`config.mk`:
```
export PLATFORM = sky130hd
export DESIGN_NAME = card_detect_threshold_regs
export DESIGN_NICKNAME = d
export VERILOG_FILES = /design/src/rtl/card_detect_threshold_regs.v
export VERILOG_INCLUDE_DIRS = /design/src /design/src/rtl
export SDC_FILE = /design/constraint.sdc
export NUM_CORES = 1
export LEC_CHECK = 0
export BUFFER_PORTS_ARGS = -buffer_cell sky130_fd_sc_hd__buf_2
export CAP_MARGIN = 20
export CORE_UTILIZATION = 56
export CTS_CLUSTER_SIZE = 24
export DETAILED_ROUTE_END_ITERATION = 8
export PLACE_DENSITY = 0.86
export SYNTH_ARGS = -nofsm -noshare
export SYNTH_HDL_FRONTEND = slang
export SYNTH_SLANG_ARGS = --single-unit
```
`constraint.sdc`:
```
create_clock -name aclk -period 3.93 [get_ports aclk]
set_input_delay 0.393 -clock aclk [delete_from_list [all_inputs] [get_ports aclk]]
set_output_delay 0.393 -clock aclk [all_outputs]
set_load 0.02 [all_outputs]
```
`src/rtl/card_detect_map.vh`:
```
// register map, field positions and timing constants of the card detection registers
// assumes a 10 MHz clock and 32-bit AXI4-Lite words, register index times four
// Notes on behaviour
// - Q upper threshold bits 7 and 6 carry bits 3 and 2 of the I upper threshold.
// - I lower threshold bits 7 and 6 carry bits 1 and 0 of the I upper threshold.
// - An I result above the assembled I upper threshold raises the detection interrupt.
// - Q upper threshold bits 5 to 0 are a border, and a Q result above it raises the interrupt.
// - I lower threshold bits 5 to 0 are a border, and an I result below it raises the interrupt.
// - The I result register shows the last I value in bits 5 to 0, read only, bits 7 and 6 zero.
// - The Q result register shows the last Q value in bits 5 to 0, read only.
// - Setting Q result bit 6 stops further detection interrupts until the next procedure starts; here a Q result write with bit 6 clear also ends it.
// - The options register exists on the newer variant only, else its address is reserved; the older variant here answers OKAY there, not SLVERR.
// - Option bit 3 selects full transmitter supply during detection, else supply minus 0.4V.
// - Option bit 2 bases the decision on filtered samples, sampling at most 4.72us.
// - Read-only option bit 1 reports a Q converter change during measuring, filter on only.
// - Read-only option bit 0 reports an I converter change during measuring, filter on only.
// - Q lower threshold bits 7 and 6 carry bits 5 and 4 of the I upper threshold.
// - Q lower threshold bits 5 to 0 are a border, and a Q result below it raises the interrupt.
`ifndef CARD_DETECT_MAP_VH
`define CARD_DETECT_MAP_VH

// register indices, byte address is index times four
`define IDX_DETECT_OPTIONS 8'h3a
`define IDX_Q_LOWER 8'h3f
`define IDX_Q_UPPER 8'h40
`define IDX_I_LOWER 8'h41
`define IDX_I_RESULT 8'h42
`define IDX_Q_RESULT 8'h43
`define ADDR_W 10

// field positions
`define BORDER_HI 5
`define SPLIT_HI 7
`define SPLIT_LO 6
`define SUPPRESS_BIT 6
`define OPT_FULL_DRIVE 3
`define OPT_FILTER 2
`define OPT_Q_UNSTABLE 1
`define OPT_I_UNSTABLE 0

// reset values
`define RST_BYTE 8'h00
`define RST_BORDER 6'h00

// axi responses
`define RESP_OKAY 2'h0
`define RESP_SLVERR 2'h2

// sampling window
`define CLK_PERIOD_NS 100
`define SAMPLE_TIME_NS 4720
`define SAMPLE_CYCLES (`SAMPLE_TIME_NS / `CLK_PERIOD_NS)
`define CNT_W 6

`endif

```
`src/rtl/card_detect_threshold_regs.v`:
```
// threshold, result and option registers of the low-power card detection
// assumes the measurement sequencer runs on aclk and pulses its strobes for one cycle
`timescale 1ns/1ps
`include "card_detect_map.vh"

module card_detect_threshold_regs #(
    parameter NEWER_VARIANT = 1
) (
    // clock and reset
    input wire aclk,
    input wire aresetn,
    // axi4-lite write address
    input wire [`ADDR_W-1:0] s_axi_awaddr,
    input wire [2:0] s_axi_awprot,
    input wire s_axi_awvalid,
    output reg s_axi_awready,
    // axi4-lite write data
    input wire [31:0] s_axi_wdata,
    input wire [3:0] s_axi_wstrb,
    input wire s_axi_wvalid,
    output reg s_axi_wready,
    // axi4-lite write response
    output reg [1:0] s_axi_bresp,
    output reg s_axi_bvalid,
    input wire s_axi_bready,
    // axi4-lite read address
    input wire [`ADDR_W-1:0] s_axi_araddr,
    input wire [2:0] s_axi_arprot,
    input wire s_axi_arvalid,
    output reg s_axi_arready,
    // axi4-lite read data
    output reg [31:0] s_axi_rdata,
    output reg [1:0] s_axi_rresp,
    output reg s_axi_rvalid,
    input wire s_axi_rready,
    // measurement sequencer
    input wire meas_start,
    input wire meas_done,
    input wire [5:0] meas_i,
    input wire [5:0] meas_q,
    input wire i_changed,
    input wire q_changed,
    // detection controls and status
    output reg detect_irq_flag,
    output reg full_drive_during_detect,
    output reg noise_filter_enable,
    output reg sample_time_up
);

////////////////////////////////////////////////////////////////////////////////
// register state
reg [5:0] i_upper_threshold_q;
reg [5:0] q_upper_threshold_q;
reg [5:0] i_lower_threshold_q;
reg [5:0] q_lower_threshold_q;
reg [5:0] i_measurement_result_q;
reg [5:0] q_measurement_result_q;
reg detect_irq_suppress_q;
reg i_value_unstable_q;
reg q_value_unstable_q;
reg sampling_q;
reg [`CNT_W-1:0] sample_cnt_q;

// write channel latches
reg aw_got_q;
reg w_got_q;
reg [`ADDR_W-1:0] awaddr_q;
reg [7:0] wbyte_q;
reg wlane_q;

////////////////////////////////////////////////////////////////////////////////
// address decode helpers
wire [7:0] wr_idx;
wire [7:0] rd_idx;
wire wr_fire;
wire wr_en;
wire opt_present;

assign wr_idx = awaddr_q[`ADDR_W-1:2];
assign rd_idx = s_axi_araddr[`ADDR_W-1:2];
assign wr_fire = aw_got_q && w_got_q && !s_axi_bvalid;
assign wr_en = wr_fire && wlane_q;
assign opt_present = (NEWER_VARIANT != 0);

// mapped check for an index
function mapped;
    input [7:0] idx;
    begin
        mapped = (idx == `IDX_DETECT_OPTIONS) || (idx == `IDX_Q_LOWER) ||
                 (idx == `IDX_Q_UPPER) || (idx == `IDX_I_LOWER) ||
                 (idx == `IDX_I_RESULT) || (idx == `IDX_Q_RESULT);
    end
endfunction

////////////////////////////////////////////////////////////////////////////////
// write address and data capture, either order
always @(posedge aclk) begin
    if (!aresetn) begin
        aw_got_q <= 1'b0;
        w_got_q <= 1'b0;
        awaddr_q <= {`ADDR_W{1'b0}};
        wbyte_q <= `RST_BYTE;
        wlane_q <= 1'b0;
        s_axi_awready <= 1'b0;
        s_axi_wready <= 1'b0;
    end else begin
        if (s_axi_awvalid && s_axi_awready) begin
            aw_got_q <= 1'b1;
            awaddr_q <= s_axi_awaddr;
        end else if (wr_fire) begin
            aw_got_q <= 1'b0;
        end
        if (s_axi_wvalid && s_axi_wready) begin
            w_got_q <= 1'b1;
            wbyte_q <= s_axi_wdata[7:0];
            wlane_q <= s_axi_wstrb[0];
        end else if (wr_fire) begin
            w_got_q <= 1'b0;
        end
        // ready one cycle per taken item
        s_axi_awready <= !aw_got_q && !s_axi_awready && !s_axi_bvalid && s_axi_awvalid;
        s_axi_wready <= !w_got_q && !s_axi_wready && !s_axi_bvalid && s_axi_wvalid;
    end
end

////////////////////////////////////////////////////////////////////////////////
// write response
always @(posedge aclk) begin
    if (!aresetn) begin
        s_axi_bvalid <= 1'b0;
        s_axi_bresp <= `RESP_OKAY;
    end else if (wr_fire) begin
        s_axi_bvalid <= 1'b1;
        s_axi_bresp <= mapped(wr_idx) ? `RESP_OKAY : `RESP_SLVERR;
    end else if (s_axi_bready) begin
        s_axi_bvalid <= 1'b0;
    end
end

////////////////////////////////////////////////////////////////////////////////
// threshold and option registers
always @(posedge aclk) begin
    if (!aresetn) begin
        i_upper_threshold_q <= `RST_BORDER;
        q_upper_threshold_q <= `RST_BORDER;
        i_lower_threshold_q <= `RST_BORDER;
        q_lower_threshold_q <= `RST_BORDER;
        full_drive_during_detect <= 1'b0;
        noise_filter_enable <= 1'b0;
    end else if (wr_en) begin
        case (wr_idx)
            `IDX_Q_LOWER: begin
                i_upper_threshold_q[5:4] <= wbyte_q[`SPLIT_HI:`SPLIT_LO];
                q_lower_threshold_q <= wbyte_q[`BORDER_HI:0];
            end
            `IDX_Q_UPPER: begin
                i_upper_threshold_q[3:2] <= wbyte_q[`SPLIT_HI:`SPLIT_LO];
                q_upper_threshold_q <= wbyte_q[`BORDER_HI:0];
            end
            `IDX_I_LOWER: begin
                i_upper_threshold_q[1:0] <= wbyte_q[`SPLIT_HI:`SPLIT_LO];
                i_lower_threshold_q <= wbyte_q[`BORDER_HI:0];
            end
            `IDX_DETECT_OPTIONS: begin
                if (opt_present) begin
                    full_drive_during_detect <= wbyte_q[`OPT_FULL_DRIVE];
                    noise_filter_enable <= wbyte_q[`OPT_FILTER];
                end
            end
            default: begin
            end
        endcase
    end
end

////////////////////////////////////////////////////////////////////////////////
// suppress bit: a Q result write sets it with bit 6 high and clears it with bit 6 low, next procedure start clears, set wins
always @(posedge aclk) begin
    if (!aresetn) begin
        detect_irq_suppress_q <= 1'b0;
    end else if (wr_en && wr_idx == `IDX_Q_RESULT && wbyte_q[`SUPPRESS_BIT]) begin
        detect_irq_suppress_q <= 1'b1;
    end else if (wr_en && wr_idx == `IDX_Q_RESULT) begin
        detect_irq_suppress_q <= 1'b0;
    end else if (meas_start) begin
        detect_irq_suppress_q <= 1'b0;
    end
end

////////////////////////////////////////////////////////////////////////////////
// result capture and border comparison
wire outside;
wire suppress_now;

assign outside = (meas_i > i_upper_threshold_q) ||
                 (meas_q > q_upper_threshold_q) ||
                 (meas_i < i_lower_threshold_q) ||
                 (meas_q < q_lower_threshold_q);
assign suppress_now = detect_irq_suppress_q ||
                      (wr_en && wr_idx == `IDX_Q_RESULT && wbyte_q[`SUPPRESS_BIT]);

always @(posedge aclk) begin
    if (!aresetn) begin
        i_measurement_result_q <= `RST_BORDER;
        q_measurement_result_q <= `RST_BORDER;
        i_value_unstable_q <= 1'b0;
        q_value_unstable_q <= 1'b0;
        detect_irq_flag <= 1'b0;
    end else begin
        if (meas_done) begin
            i_measurement_result_q <= meas_i;
            q_measurement_result_q <= meas_q;
            q_value_unstable_q <= noise_filter_enable && q_changed;
            i_value_unstable_q <= noise_filter_enable && i_changed;
        end
        // suppress clear wins over flag set
        if (meas_done && outside && !suppress_now) begin
            detect_irq_flag <= 1'b1;
        end else if (suppress_now) begin
            detect_irq_flag <= 1'b0;
        end
    end
end

////////////////////////////////////////////////////////////////////////////////
// sampling window limit on every procedure, whether or not the filter is on
always @(posedge aclk) begin
    if (!aresetn) begin
        sampling_q <= 1'b0;
        sample_cnt_q <= {`CNT_W{1'b0}};
        sample_time_up <= 1'b0;
    end else begin
        if (meas_start) begin
            sampling_q <= 1'b1;
            sample_cnt_q <= {`CNT_W{1'b0}};
        end else if (meas_done || sample_time_up) begin
            sampling_q <= 1'b0;
        end else if (sampling_q) begin
            sample_cnt_q <= sample_cnt_q + 1'b1;
        end
        // one-cycle pulse when the window closes
        sample_time_up <= sampling_q && !meas_start && !meas_done && !sample_time_up &&
                          (sample_cnt_q == `SAMPLE_CYCLES - 2);
    end
end

////////////////////////////////////////////////////////////////////////////////
// read channel
reg [7:0] rd_byte;

// read mux
always @* begin
    rd_byte = `RST_BYTE;
    case (rd_idx)
        `IDX_Q_LOWER: rd_byte = {i_upper_threshold_q[5:4], q_lower_threshold_q};
        `IDX_Q_UPPER: rd_byte = {i_upper_threshold_q[3:2], q_upper_threshold_q};
        `IDX_I_LOWER: rd_byte = {i_upper_threshold_q[1:0], i_lower_threshold_q};
        `IDX_I_RESULT: rd_byte = {2'h0, i_measurement_result_q};
        `IDX_Q_RESULT: rd_byte = {1'b0, detect_irq_suppress_q, q_measurement_result_q};
        `IDX_DETECT_OPTIONS: begin
            if (opt_present) begin
                rd_byte = {4'h0, full_drive_during_detect, noise_filter_enable,
                           q_value_unstable_q, i_value_unstable_q};
            end
        end
        default: rd_byte = `RST_BYTE;
    endcase
end

always @(posedge aclk) begin
    if (!aresetn) begin
        s_axi_arready <= 1'b0;
        s_axi_rvalid <= 1'b0;
        s_axi_rdata <= 32'h0000_0000;
        s_axi_rresp <= `RESP_OKAY;
    end else begin
        s_axi_arready <= s_axi_arvalid && !s_axi_arready && !s_axi_rvalid;
        if (s_axi_arvalid && s_axi_arready) begin
            s_axi_rvalid <= 1'b1;
            s_axi_rdata <= {24'h00_0000, rd_byte};
            s_axi_rresp <= mapped(rd_idx) ? `RESP_OKAY : `RESP_SLVERR;
        end else if (s_axi_rready) begin
            s_axi_rvalid <= 1'b0;
        end
    end
end

endmodule

```
==> results.yml <==
cells_and_area:
  design.final.nets: 631
  synthToLayoutAreaGrowth_pct: 10.9
  n_antenna_cell: 0
  drive_above_1_share: 0.181
detailed_routing:
  drtAntennaViolNets: 0
  vias_per_std_cell: 5.39
  route.detailed.drc: 0
  drt_iter0_drc: 159
  dr.pass1.iters: 4
  route.final.wire_length_um: 9410
  route.vias.total: 3361
  wl_per_cell_um: 15.1
synth:
  ys_seq_area_frac: 0.382
  asyncSetResetFlopFracSynth: 0
  yosys-mux-area-fraction: 0.122
  syn-cell-area_um2: 4400
  synth_area_leaders: "sky130_fd_sc_hd__dfxtp_1, sky130_fd_sc_hd__mux2i_1, sky130_fd_sc_hd__ha_1"
  post_synth.cell_area_avg_um2: 9.50
  synth_cells: 463
  synthDistinctLibCells: 52
  synth-compound-area-share: 0.121
  yosysWarningCount: 0
  largest_family_of_logic_cells_by_synthesized_area: "simple AND/OR/NAND/NOR gates"
  yosys_most_used_dff: "sky130_fd_sc_hd__dfxtp_1"
  netlist.top_cell.by_area: "sky130_fd_sc_hd__dfxtp_1"
  synth_top_cell_area_share: 0.382
  post_synth_xor_area_fraction: 0.0119
  post_synth_fa_ha_maj_area_fraction: 0.0683
  synth_seq_cells: 84
  yosys.area_share.simple: 0.201
  synth_edf_count: 0
timing:
  report.final.hold_viol_count: 0
  setup_tns_ns: 0
  final-setup-viol-count: 0
  worst_slew_pin_slew_ns: 0.661
  final.setup.worst_slack_ns: 1.92
  hold_slack_ns: 0.292
  finalCriticalPeriod_ns: 2.01
  grt_setup_unrepaired: "false"
  timing.fmax_mhz: 498
  min_period_over_period: 0.511
  max_slew_violation_count: 0
  fin_skew_ns: 0.00821
  worst_slew_margin_rel: 0.558
pwr:
  vdd_ir_drop_max_uv: 217
  power_leakage_uw: 0.00186
  sw_frac_of_total: 0.233
  portion_of_total_power_attributed_to_sequential_cells: 0.514
  p_sw_uw: 404
  p_int_uw: 1330
  pwr-share-comb: 0.103
  power-per-cell-area_nw_per_um2: 355
  clock_power_share: 0.382
clocking:
  clock_sink_count: 84
  cts_inserted_buffers: 9
  worst_skew_pair.late_latency_ns: 0.35
  cts_hold_buffers: 0
  htreeDepth: 3
  cts.repair.resized: 0
  cts_tree: "done"
  cts_max_path_buffers: 2
  path_clk_slew_ns: 0.08
  post_cts.repair.setup_buffers: 0
  clock_tree.root_cell: "sky130_fd_sc_hd__clkbuf_8"
die:
  die_x_um: 90.6
  placement_rows: 31
  floorplan.die.height_um: 90.6
  die_area_um2: 8210
  design.core.area_um2: 7410
  initial_utilization: 0.594
  ios: 130
placed_design:
  io_buffers: 66
  gp_congestion: 0.872
  dpl_worst_slack_ns: 2.01
  place_hpwl_um: 6950
worst_setup_path:
  critical_path_arrival_ns: 2.25
  timing.critical_path.from_type: "flop"
  crit_type: "flop to flop"
  path_max_fanout: 8
  end_kind: "flop"
  required_ns: 4.17
global_route:
  first_global_vias: 3291
  global_route.usage.total: 0.240
  grt_start_max_net_pins: 55
  grt_first_pass_wirelength_um: 15700
  antenna_found_initial: 0
  globalRoute.totalOverflow: 0
outcome:
  run_status: "finished clean"
worst_hold_path:
  worstHoldPathType: "input pin to flop"
flow_run:
  max_cap_violations: 0
-- cells in the final DEF, fill, tap and decap left out, types with 13 or more instances in the layout --
cell type	synthesis	final
sky130_fd_sc_hd__a21boi_0	24	24
sky130_fd_sc_hd__a21oi_1	13	13
sky130_fd_sc_hd__buf_2	3	66
sky130_fd_sc_hd__conb_1	1	26
sky130_fd_sc_hd__dfxtp_1	84	84
sky130_fd_sc_hd__ha_1	24	24
sky130_fd_sc_hd__inv_1	30	30
sky130_fd_sc_hd__mux2i_1	39	39
sky130_fd_sc_hd__nand2_1	36	36
sky130_fd_sc_hd__nand3_1	19	19
sky130_fd_sc_hd__nor2_1	18	18
sky130_fd_sc_hd__nor2b_1	43	43
-- state kept, by name, summed over array words and instances, names as in the netlist, 6 cells and up --
name / cells
q_lower_threshold_q: 6
q_upper_threshold_q: 6
sample_cnt_q: 6
s_axi_rdata: 8
i_lower_threshold_q: 6
i_upper_threshold_q: 6
awaddr_q: 8
i_measurement_result_q: 6
q_measurement_result_q: 6
wbyte_q: 8
-- power by group through the flow --
| stage | registers [uW] | clock network (uW) | logic [uW] |
|---|---|---|---|
| after detailed placement | 909 | 0 | 177 |
| after global placement | 908 | 0 | 172 |
| after floorplan | 910 | 0 | 140 |
| final | 890 | 662 | 179 |
| after CTS | 889 | 676 | 179 |
| after global routing | 893 | 711 | 199 |
-- layer usage --
layer  routed length [um]  share of wire  vias to the layer above  track usage
met4                  202          0.021                        0       0.0968
li1                     -              -                     1666            -
met2                 4330           0.46                      123        0.386
met5                    0              0                        -            0
met3                  602          0.064                       17       0.0530
met1                 4280           0.45                     1555        0.312
-- cell type report --
class	count	area, um^2
tap	99	124
clock inverter	2	60.1
multi-input combinational	329	2400
fill	617	2530
timing repair buffer	68	345
clock buffer	11	151
inverter	30	113
sequential	84	1680
-- kinds of logic (layout without fill, tap and decap cells) --
logic type	count (synthesis)	count (layout)
AO/OA/AOI/OAI	73	73
XOR/XNOR	6	6
adder cells (fa/ha/maj)	24	24
buffers and inverters	75	111
flip-flops	84	84
multiplexers	46	46
other	1	26
AND/OR/NAND/NOR	154	154
-- cells in the mapped netlist (all sizes together) (2+ instances only) --
cell / count
a22oi: 6
nor4b: 3
nor2: 18
o21a: 2
nor4: 2
nor3b: 8
nand3b: 4
o32ai: 5
and2: 3
a211oi: 3
clkbuf: 13
nor3: 2
nand2: 36
o21ai: 4
mux4: 6
a311oi: 4
mux2i: 39
nor2b: 43
nand4: 3
nand3: 19
xor2: 3
inv: 30
a21oi: 13
nand2b: 8
a32o: 3
xnor2: 3
o211a: 2
buf: 31
nor4bb: 2
ha: 24
a21boi: 24
dfxtp: 84
a21o: 3
-- worst paths after layout --
kind                   start                      to  slack [ns]  cells past startpoint
max              awaddr_q[3]  q_lower_threshold_q[3]        1.92                      6
min           s_axi_wdata[1]              wbyte_q[1]        0.29                      3
min reg2reg  sample_cnt_q[5]          sample_time_up        0.45                      2
max reg2reg      awaddr_q[3]  q_lower_threshold_q[3]        1.92                      6
-- through the flow --
stage | util | cells | instance area, um^2 | power, uW
after floorplan | - | 488 | 4490 | 1050
after global placement | 0.630 | 610 | 4670 | 1080
after detailed placement | 0.630 | 610 | 4670 | 1090
after CTS | 0.659 | 623 | 4880 | 1740
after global routing | 0.659 | 623 | 4880 | 1800
final | 0.659 | 623 | 4880 | 1730
-- critical path: stages, from the launching register on --
cell and delay (ns):
sky130_fd_sc_hd__dfxtp_1 0.53, sky130_fd_sc_hd__nand4b_1 0.15, sky130_fd_sc_hd__nor3b_1 0.39, sky130_fd_sc_hd__nor3b_1 0.24
sky130_fd_sc_hd__buf_4 0.25, sky130_fd_sc_hd__mux2i_1 0.26, sky130_fd_sc_hd__nor2b_1 0.08
No activity file was read; power rests on OpenSTA's default activity.
